## config.mk

```make
export PLATFORM = sky130hd
export DESIGN_NAME = rsp_core
export DESIGN_NICKNAME = d
export VERILOG_FILES = /design/src/verilog/rsp_pkg.sv /design/src/verilog/rsp_core.sv
export VERILOG_INCLUDE_DIRS = /design/src /design/src/verilog
export SDC_FILE = /design/constraint.sdc
export NUM_CORES = 1
export LEC_CHECK = 0
export BUFFER_PORTS_ARGS = -buffer_cell sky130_fd_sc_hd__buf_2
export CAP_MARGIN = 20
export CELL_PAD_IN_SITES_DETAIL_PLACEMENT = 1
export CELL_PAD_IN_SITES_GLOBAL_PLACEMENT = 1
export CORE_MARGIN = 4
export CORE_UTILIZATION = 55
export CTS_CLUSTER_SIZE = 40
export DETAILED_ROUTE_END_ITERATION = 6
export GPL_TIMING_DRIVEN = 0
export PLACE_DENSITY = 0.89
export SYNTH_ARGS = -nofsm -noshare
export SYNTH_HDL_FRONTEND = slang
export SYNTH_SLANG_ARGS = --single-unit
```

## constraint.sdc

```tcl
create_clock -name sys_clk -period 11.16 [get_ports sys_clk]
set_input_delay 3.348 -clock sys_clk [delete_from_list [all_inputs] [get_ports sys_clk]]
set_output_delay 3.348 -clock sys_clk [all_outputs]
set_load 0.1 [all_outputs]
```

## src/verilog/rsp_cfg.svh

```systemverilog
`ifndef RSP_CFG_SVH
`define RSP_CFG_SVH
// ----------------------------------------
// Register offsets
// ----------------------------------------
`define RSP_OFF_PTR      4'h0
`define RSP_OFF_TOPL     4'h1
`define RSP_OFF_TOPH     4'h2
`define RSP_OFF_TOPU     4'h3
`define RSP_OFF_PCLO     4'h4
`define RSP_OFF_TBLPL    4'h5
`define RSP_OFF_TBLPH    4'h6
`define RSP_OFF_TBLPU    4'h7
`define RSP_OFF_TBLLAT   4'h8
// ----------------------------------------
// Field positions and sizes
// ----------------------------------------
`define RSP_BIT_FULL     7
`define RSP_BIT_UNDER    6
`define RSP_DEPTH        31
`define RSP_PC_W         21
`define RSP_PTR_W        5
`define RSP_PTR_MAX      5'h1F
`define RSP_PTR_RST      5'h00
`define RSP_PC_STEP      21'h000002
`define RSP_RESET_VEC    21'h000000
// ----------------------------------------
// Phase codes
// ----------------------------------------
`define RSP_PHASES       4
`endif

```

## src/verilog/rsp_pkg.sv

```systemverilog
package rsp_pkg;
    // Quarter phases of one instruction cycle
    typedef enum logic [1:0] {
        RSP_Q1 = 2'b00,
        RSP_Q2 = 2'b01,
        RSP_Q3 = 2'b10,
        RSP_Q4 = 2'b11
    } rsp_phase_e;

    // Stack and flow commands from the decoder, one per instruction cycle
    typedef struct packed {
        logic       push;
        logic       pop;
        logic       callFast;
        logic       retFast;
        logic       intVector;
        logic       branch;
        logic [20:0] target;
    } rsp_cmd_s;

    // Status, working and bank select registers
    typedef struct packed {
        logic [7:0] status;
        logic [7:0] work;
        logic [3:0] bank;
    } rsp_ctx_s;

    // Register port
    typedef struct packed {
        logic [3:0] addr;
        logic [7:0] wdata;
        logic       wr;
        logic       rd;
    } rsp_bus_s;

    // Whole block state except the stack entries
    typedef struct packed {
        rsp_phase_e  phase;
        logic [4:0]  ptr;
        logic        fullFlag;
        logic        underFlag;
        logic [20:0] pc;
        logic [15:0] opcode;
        logic        opValid;
        rsp_ctx_s    shadow;
        rsp_ctx_s    restore;
        logic        restoreValid;
        logic [20:0] table_byte_pointer;
        logic [7:0]  tblLatch;
        logic        stackReset;
        logic        resetEnable;
        logic [7:0]  rdata;
    } rsp_state_s;
endpackage

```

## src/verilog/rsp_core.sv

```systemverilog
// The address-and-strobe port and the address map were decided locally.
`timescale 1ns/1ps
`include "rsp_cfg.svh"
// What this block does
// - Push: pointer rises by one, then PC stored in the new entry
// - Pop only lowers the pointer; the older entry becomes top
// - Software writes to the three top bytes change the addressed entry
// - Pointer register: full bit 7, underflow bit 6, bit 5 zero, pointer 4-0
// - Full flag set when stack becomes full or a push overflows
// - Underflow flag set when popping an empty stack
// - Flags clear at reset, stay set until software clears, never set by software
// - With overflow reset enabled, flag is set and device reset asserted in the same cycle
// - With overflow reset disabled, flag is set and no device reset
// - One shadow each of status, working, bank loaded on interrupt vector
// - Shadows are neither readable nor writable by software
// - Fast interrupt return restores the three shadow values
// - Fast call saves the three registers; fast return restores them
// - A nested interrupt overwrites the single shadow level
// - Table pointer holds a byte address; latch moves one byte per transfer
// - Clock divided by four into phases Q1 to Q4 forming one cycle
// - PC increments in Q1; fetched opcode latched in Q4
// - Execute: operands read in Q2, destinations written in Q4
// - Fetch overlaps execute; PC change flushes the prefetched opcode
// - Stack is 31 entries of 21 bits; pointer zero has no storage
// - Full flag set after 31 pushes without a pop
// - Overflow reset disabled: extra pushes keep pointer 31, keep last entry
// - Pop of empty stack keeps pointer zero; a pop with branch also loads zero into PC
module rsp_core
    import rsp_pkg::*;
#(
    parameter int DEPTH = `RSP_DEPTH
) (
    input  wire logic        sys_clk,
    input  wire logic        reset,
    input  wire logic        cfgResetEnable,
    input  wire rsp_bus_s    bus,
    output logic [7:0]       rdata,
    input  wire rsp_cmd_s    cmd,
    input  wire rsp_ctx_s    ctxLive,
    input  wire logic [15:0] progData,
    input  wire logic        tblRead,
    input  wire logic        tblWrite,
    input  wire logic [7:0]  tblReadByte,
    output logic [7:0]       tblWriteByte,
    output logic [20:0]      progAddr,
    output logic [20:0]      tblAddr,
    output logic [15:0]      fetchedOpcode,
    output logic             opcodeValid,
    output rsp_phase_e       phase,
    output logic             readStrobe,
    output logic             writeStrobe,
    output rsp_ctx_s         ctxRestore,
    output logic             ctxRestoreValid,
    output logic             deviceReset
);
    // Refuse a depth that the 5-bit pointer cannot serve
    if (DEPTH != `RSP_DEPTH) begin : g_depth_check
        $error("rsp_core: DEPTH must equal the 5-bit pointer range");
    end

    // ----------------------------------------
    // Storage and state
    // ----------------------------------------
    logic [20:0] stackMem [1:DEPTH];
    rsp_state_s  st;
    rsp_state_s  next_st;
    logic        stkWe;
    logic [4:0]  stkWa;
    logic [20:0] stkWd;
    logic [20:0] topEntry;
    logic        sysReset;
    logic        exec_push;
    logic        exec_pop;

    assign topEntry = (st.ptr == `RSP_PTR_RST) ? `RSP_RESET_VEC : stackMem[st.ptr];
    assign sysReset = reset || st.stackReset;
    // Command slots watched by the checks
    assign exec_push = (st.phase == RSP_Q4) && st.opValid && cmd.push;
    assign exec_pop  = (st.phase == RSP_Q4) && st.opValid && !cmd.push && cmd.pop;

    // Replace one byte of the top entry
    function automatic logic [20:0] setByte(input logic [20:0] v, input logic [1:0] sel,
                                            input logic [7:0] b);
        logic [20:0] r;
        r = v;
        unique case (sel)
            2'h0: r[7:0] = b;
            2'h1: r[15:8] = b;
            default: r[20:16] = b[4:0];
        endcase
        return r;
    endfunction

    // ----------------------------------------
    // Next state
    // ----------------------------------------
    always_comb begin
        logic exec;
        logic [4:0] sp;
        exec = 1'b0;
        sp = 5'h00;
        next_st = st;
        stkWe = 1'b0;
        stkWa = st.ptr;
        stkWd = st.pc;
        next_st.stackReset = 1'b0;
        next_st.restoreValid = 1'b0;
        next_st.rdata = 8'h00;
        next_st.phase = rsp_phase_e'(st.phase + 2'h1);
        exec = (st.phase == RSP_Q4) && st.opValid;
        // Step the PC in Q1; a flushed cycle fetches the new PC unstepped
        if (st.phase == RSP_Q1 && st.opValid) begin
            next_st.pc = 21'(st.pc + `RSP_PC_STEP);
        end
        if (st.phase == RSP_Q4) begin
            next_st.opcode = progData;
            next_st.opValid = 1'b1;
        end
        // Software register writes
        if (bus.wr) begin
            unique case (bus.addr)
                `RSP_OFF_PTR: begin
                    next_st.ptr = bus.wdata[4:0];
                    if (!bus.wdata[`RSP_BIT_FULL]) next_st.fullFlag = 1'b0;
                    if (!bus.wdata[`RSP_BIT_UNDER]) next_st.underFlag = 1'b0;
                end
                `RSP_OFF_TOPL, `RSP_OFF_TOPH, `RSP_OFF_TOPU: begin
                    if (st.ptr != `RSP_PTR_RST) begin
                        stkWe = 1'b1;
                        stkWd = setByte(topEntry, 2'(bus.addr - `RSP_OFF_TOPL), bus.wdata);
                    end
                end
                `RSP_OFF_PCLO: begin
                    next_st.pc = {st.pc[20:8], bus.wdata[7:1], 1'b0};
                    next_st.opValid = 1'b0;
                end
                `RSP_OFF_TBLPL: next_st.table_byte_pointer[7:0] = bus.wdata;
                `RSP_OFF_TBLPH: next_st.table_byte_pointer[15:8] = bus.wdata;
                `RSP_OFF_TBLPU: next_st.table_byte_pointer[20:16] = bus.wdata[4:0];
                `RSP_OFF_TBLLAT: next_st.tblLatch = bus.wdata;
                default: ;
            endcase
        end
        // Software register reads; shadows have no address
        if (bus.rd) begin
            unique case (bus.addr)
                `RSP_OFF_PTR: next_st.rdata = {st.fullFlag, st.underFlag, 1'b0, st.ptr};
                `RSP_OFF_TOPL: next_st.rdata = topEntry[7:0];
                `RSP_OFF_TOPH: next_st.rdata = topEntry[15:8];
                `RSP_OFF_TOPU: next_st.rdata = {3'h0, topEntry[20:16]};
                `RSP_OFF_PCLO: next_st.rdata = st.pc[7:0];
                `RSP_OFF_TBLPL: next_st.rdata = st.table_byte_pointer[7:0];
                `RSP_OFF_TBLPH: next_st.rdata = st.table_byte_pointer[15:8];
                `RSP_OFF_TBLPU: next_st.rdata = {3'h0, st.table_byte_pointer[20:16]};
                `RSP_OFF_TBLLAT: next_st.rdata = st.tblLatch;
                default: next_st.rdata = 8'h00;
            endcase
        end
        // Table transfer, one byte each
        if (tblRead) begin
            next_st.tblLatch = tblReadByte;
        end
        // Stack and flow commands at end of the execute cycle
        if (exec) begin
            if (cmd.push) begin
                if (st.ptr == `RSP_PTR_MAX) begin
                    next_st.fullFlag = 1'b1;
                    next_st.stackReset = st.resetEnable;
                end else begin
                    sp = 5'(st.ptr + 5'h01);
                    next_st.ptr = sp;
                    stkWe = 1'b1;
                    stkWa = sp;
                    stkWd = st.pc;
                    if (sp == `RSP_PTR_MAX) begin
                        next_st.fullFlag = 1'b1;
                        next_st.stackReset = st.resetEnable;
                    end
                end
            end else if (cmd.pop) begin
                if (st.ptr == `RSP_PTR_RST) begin
                    next_st.underFlag = 1'b1;
                    next_st.stackReset = st.resetEnable;
                    if (cmd.branch) next_st.pc = `RSP_RESET_VEC;
                end else begin
                    next_st.ptr = 5'(st.ptr - 5'h01);
                    if (cmd.branch) next_st.pc = topEntry;
                end
            end
            if (cmd.intVector || cmd.callFast) begin
                next_st.shadow = ctxLive;
            end
            if (cmd.retFast) begin
                next_st.restore = st.shadow;
                next_st.restoreValid = 1'b1;
            end
            if (cmd.branch && !cmd.pop) begin
                next_st.pc = cmd.target;
            end
            if (cmd.branch) begin
                next_st.opValid = 1'b0;
            end
        end
    end

    // ----------------------------------------
    // Registers; flags survive the stack reset
    // ----------------------------------------
    always_ff @(posedge sys_clk) begin
        if (sysReset) begin
            st.phase <= RSP_Q1;
            st.ptr <= `RSP_PTR_RST;
            st.pc <= `RSP_RESET_VEC;
            st.opcode <= 16'h0000;
            st.opValid <= 1'b0;
            st.shadow <= '0;
            st.restore <= '0;
            st.restoreValid <= 1'b0;
            st.table_byte_pointer <= 21'h000000;
            st.tblLatch <= 8'h00;
            st.stackReset <= 1'b0;
            st.rdata <= 8'h00;
            if (reset) begin
                st.fullFlag <= 1'b0;
                st.underFlag <= 1'b0;
                st.resetEnable <= cfgResetEnable;
            end else begin
                st.fullFlag <= st.fullFlag;
                st.underFlag <= st.underFlag;
                st.resetEnable <= st.resetEnable;
            end
        end else begin
            st <= next_st;
        end
    end

    // Stack memory write port
    always_ff @(posedge sys_clk) begin
        if (stkWe && !sysReset) begin
            stackMem[stkWa] <= stkWd;
        end
    end

    // ----------------------------------------
    // Outputs
    // ----------------------------------------
    assign rdata           = st.rdata;
    assign progAddr        = st.pc;
    assign tblAddr         = st.table_byte_pointer;
    assign tblWriteByte    = st.tblLatch;
    assign fetchedOpcode   = st.opcode;
    assign opcodeValid     = st.opValid;
    assign phase           = st.phase;
    assign readStrobe      = (st.phase == RSP_Q2) && st.opValid;
    assign writeStrobe     = (st.phase == RSP_Q4) && st.opValid;
    assign ctxRestore      = st.restore;
    assign ctxRestoreValid = st.restoreValid;
    assign deviceReset     = st.stackReset;
endmodule // rsp_core

```

==> summary by stage <==
Clock tree
The number of hold buffers added after CTS is 0. The count of instances resized after the clock tree is built is 0. Once the clock tree was built, the setup fixing pass inserted 0 buffers. In this run, CTS created clock tree buffers numbering 78. The count of clock tree sinks is approximately 780. CTS placed an instance of clkbuf_16 at the clock tree root.

In this run the deepest clock path goes through 3 buffers. The clock slew at the register clock pins of the worst setup and hold paths is about 0.060 ns. TritonCTS built the clock tree. The total number of H-tree levels is 3. At the later pin of the worst-skew pair, clock insertion delay measures 0.65 ns.

Global routing
After global routing the overflow that remains totals 0. In the global route stage, overall resource usage came out at between 40% and 50%. The largest net degree at the start of global routing is 32.

The wire length of the first global-routing pass is roughly 180,000 um. The number of global-route vias before repair is between 20,000 and 25,000. The number of antenna violations at the first check in global routing is 4.

Routing
The detailed router placed around 24,000 vias in this run. In this run, the number of DRC markers left after iteration 0 of detailed routing was around 3,700. Dividing the detail-routed wire length by the instance count gives 38.4 um. The routed wire length is 131,000 um.

The DRC violations left is 4. For this run, the detailed router's first-pass iteration total came to 7. The residual antenna-violating net count after detailed routing is 0. Dividing the detail-routed via count by the number of cells gives between 7 and 8.

Setup path
The largest fanout on the critical path is 10. The category of the worst setup path capture point is an output port. The critical path is of the flop to output port type.

STA classifies the critical path startpoint as a flop. The start of the worst register-to-register path is st[120]. The data required time of the critical path is ~7.8 ns. The capture point of the worst reg-to-reg path is stackMem[10][14].

For the worst setup path, the data arrival time is ~3.5 ns. The number of cells on the worst reg-to-reg path is 16. For flop-to-flop paths, the worst setup slack is between 4 and 5 ns.

Yosys
The count of unique library cells instantiated by Yosys is 73. Summing the areas of all compound-gate instances in the mapped netlist gives under 10% of the synthesized area. The simple-gate share of the synthesized area is 7.15%.

The area of the mapped netlist is approximately 33,000 um^2. The count of flip-flops with a built-in enable after synthesis is 654. The synthesized net count is approximately 2,400. The adder-cell share of the synthesized area is 0.607%. The largest family of logic cells by synthesized area is multiplexers.

The count of mapped cells out of synthesis is 2,268. The portion of netlist area occupied by mux cells is between 10 and 15%. After synthesis the netlist holds a flip-flop and latch count of between 700 and 800. After Yosys synthesis, XOR and XNOR cells account for less than 1% of the synthesized area. The per-instance average area after synthesis is approximately 15 um^2. Of all flip-flops after synthesis, the portion carrying an async set or reset was 0%.

The most used flip-flop cell after synthesis is edfxtp_1. The share of the synthesized area in the top cell type is between 50 and 60%. The sequential cell area fraction in the yosys report is about 67%.

The number of warnings issued by yosys is 0. Yosys attributes the largest share of cell area to edfxtp_1, dfxtp_1, mux4_2, mux2i_1, buf_4. The cell taking the most area after synthesis is edfxtp_1.

Power
For this design the ratio of total power to cell area is between 150 and 200 nW/um^2. The fraction of power consumed by combinational cells is around 9.2%. The maximum vdd drop is approximately 0.14 mV. The clock network is responsible for 42.8% of the overall power. The switching power share of the total is between 20% and 30%. Summed over all cells, the static leakage comes to about 14 nW. Sequential cells account for 48.0% of the total power.

The net switching power of the design is approximately 1.6 mW. The cell-internal power is roughly 4.9 mW.

Die
The number of primary I/O pins is 191. The die outline area is ~64,000 um^2. The die span in y is approximately 250 um.

Row generation in the floorplan step produced 89 rows. The core box area is between 50,000 and 60,000 um^2. The effective utilization at floorplan is about 56%. From left edge to right edge, the die measures around 250 um.

Finish
The library cell used most frequently in the layout, excluding fill and tap cells, is edfxtp_1. Cells with a size suffix above 1 make up 25.4% of the layout. Leaving out fill and tap cells, the most frequent cells in the layout are edfxtp_1, nand2_1, buf_2, mux2i_1, a21oi_1. From synthesis to final layout, the design area changed by 17.6%. With fillers left out, the area of the finished cells amounts to 38,800 um^2.

The final layout contains approximately 2,700 nets.

Placed design
The post-placement cell area is 36,000 um^2. Before CTS, the worst setup slack after placement is between 4 and 5 ns. Routability-driven placement finished with a final weighted congestion of approximately 0.97.

Input and output buffers added on the ports amount to between 150 and 200. The post-detailed-placement half-perimeter wirelength is ~85,000 um.

Timing
The post-route minimum period is 6.82 ns. The normalized max-slew margin is about 16%. For the final database, setup skew stands at 0.0376 ns.

The final number of max-transition violations came to 0. Static timing analysis puts the maximum clock frequency at 0.147 GHz. The worst path uses roughly 61% of the clock period. On the final layout, the worst hold slack is between 0.4 and 0.5 ns.

The slew at the pin closest to its max-slew limit is about 1.3 ns. After routing, the total negative slack on setup checks comes to 0 ns. Setup repair after global routing left no endpoint under its margin. The count of endpoints failing setup in the final report is 0. The minimum setup slack in the final design is approximately 4.3 ns. The number of hold-slack violations in the final timing report is 0.

Outcome
The run finished, with violations left. The checks that failed: DRC.

Job
Max-cap violations in this run came to 0.

Hold path
The worst hold path terminates at ctxRestore[13]. The worst hold path begins at st[73]. Counting instances, the worst hold path has a depth of 2. The tightest min-delay check is of the flop to flop type.
flip-flops by register name, indices dropped and copies added, names as in the netlist:
name,cells
rdata,8
next_st,1
st,27
tblAddr,21
stackMem,651
ctxRestoreValid,1
tblWriteByte,8
fetchedOpcode,16
opcodeValid,1
ctxRestore,20
deviceReset,1
phase,2
progAddr,21
metal layers:
metal	global-route usage (%)	vias to the layer above	share of wire, %
met1	47.8	11800	33
li1	-	9198	-
met3	12.4	692	13
met4	28.5	2	8.9
met5	0	-	0.0084
met2	62.3	2315	45
power by group through the flow:
stage / clock, mW / combinational (mW) / sequential, mW
finish: 2.81 / 0.602 / 3.15
floorplan: 0 / 0.305 / 3.21
detailed placement: 0 / 0.551 / 3.21
global placement: 0 / 0.509 / 3.21
global route: 2.93 / 0.601 / 3.15
CTS: 2.78 / 0.563 / 3.15
area by class of cell:
cell class                 instances  area (um^2)
timing repair buffer             232         1900
antenna                            3         7.51
sequential                       778        22100
multi-input combinational       1236         9690
fill                            5420        20400
inverter                          22         82.6
buffer                           232         1420
clock buffer                      95         2060
tap                              773          967
clock inverter                    44          573
through the flow:
stage	total power, mW	util, %	instances
2_1_floorplan	3.51	-	2268
3_3_place_gp	3.72	58.9	3222
3_5_place_dp	3.76	60.7	3262
4_1_cts	6.49	65.2	3401
5_1_grt	6.68	65.5	3414
6_report	6.56	65.5	3415
kinds of logic (layout without fill, tap and decap cells):
group                    Yosys count  after routing
adder cells (fa/ha/maj)           16             16
other                              0              3
AND/OR/NAND/NOR                  530            530
buffers and inverters            254            625
XOR/XNOR                          23             23
AO/OA/AOI/OAI                    375            375
multiplexers                     292            292
flip-flops                       778            778
cells in the mapped netlist, drive strengths merged, types with 31 or more instances:
| cell | instances |
|---|---|
| a21oi | 134 |
| a22oi | 31 |
| buf | 155 |
| clkbuf | 77 |
| dfxtp | 124 |
| edfxtp | 654 |
| mux2i | 164 |
| mux4 | 99 |
| nand2 | 216 |
| nand3 | 56 |
| nor2 | 146 |
| o21ai | 60 |
worst max path at each step:
stage                         from               end  slack (ns)  depth (start not counted)
final                     phase[0]       writeStrobe        4.34                          6
after global routing      phase[0]       writeStrobe        4.26                          6
after CTS                 phase[0]       writeStrobe        4.39                          6
after detailed placement   bus[10]  stackMem[19][20]        4.19                          9
after global placement     bus[10]  stackMem[22][20]        1.47                          8
after floorplan            bus[13]  stackMem[10][10]        3.76                          5
worst max-delay path, stage by stage (launching register included):
cell and delay, ns:
dfxtp_1 0.41, ha_1 0.24, clkbuf_1 0.57, nand2_1 0.25
inv_1 0.26, buf_1 0.55, buf_2 0.56
(Power assumes the default switching activity.)
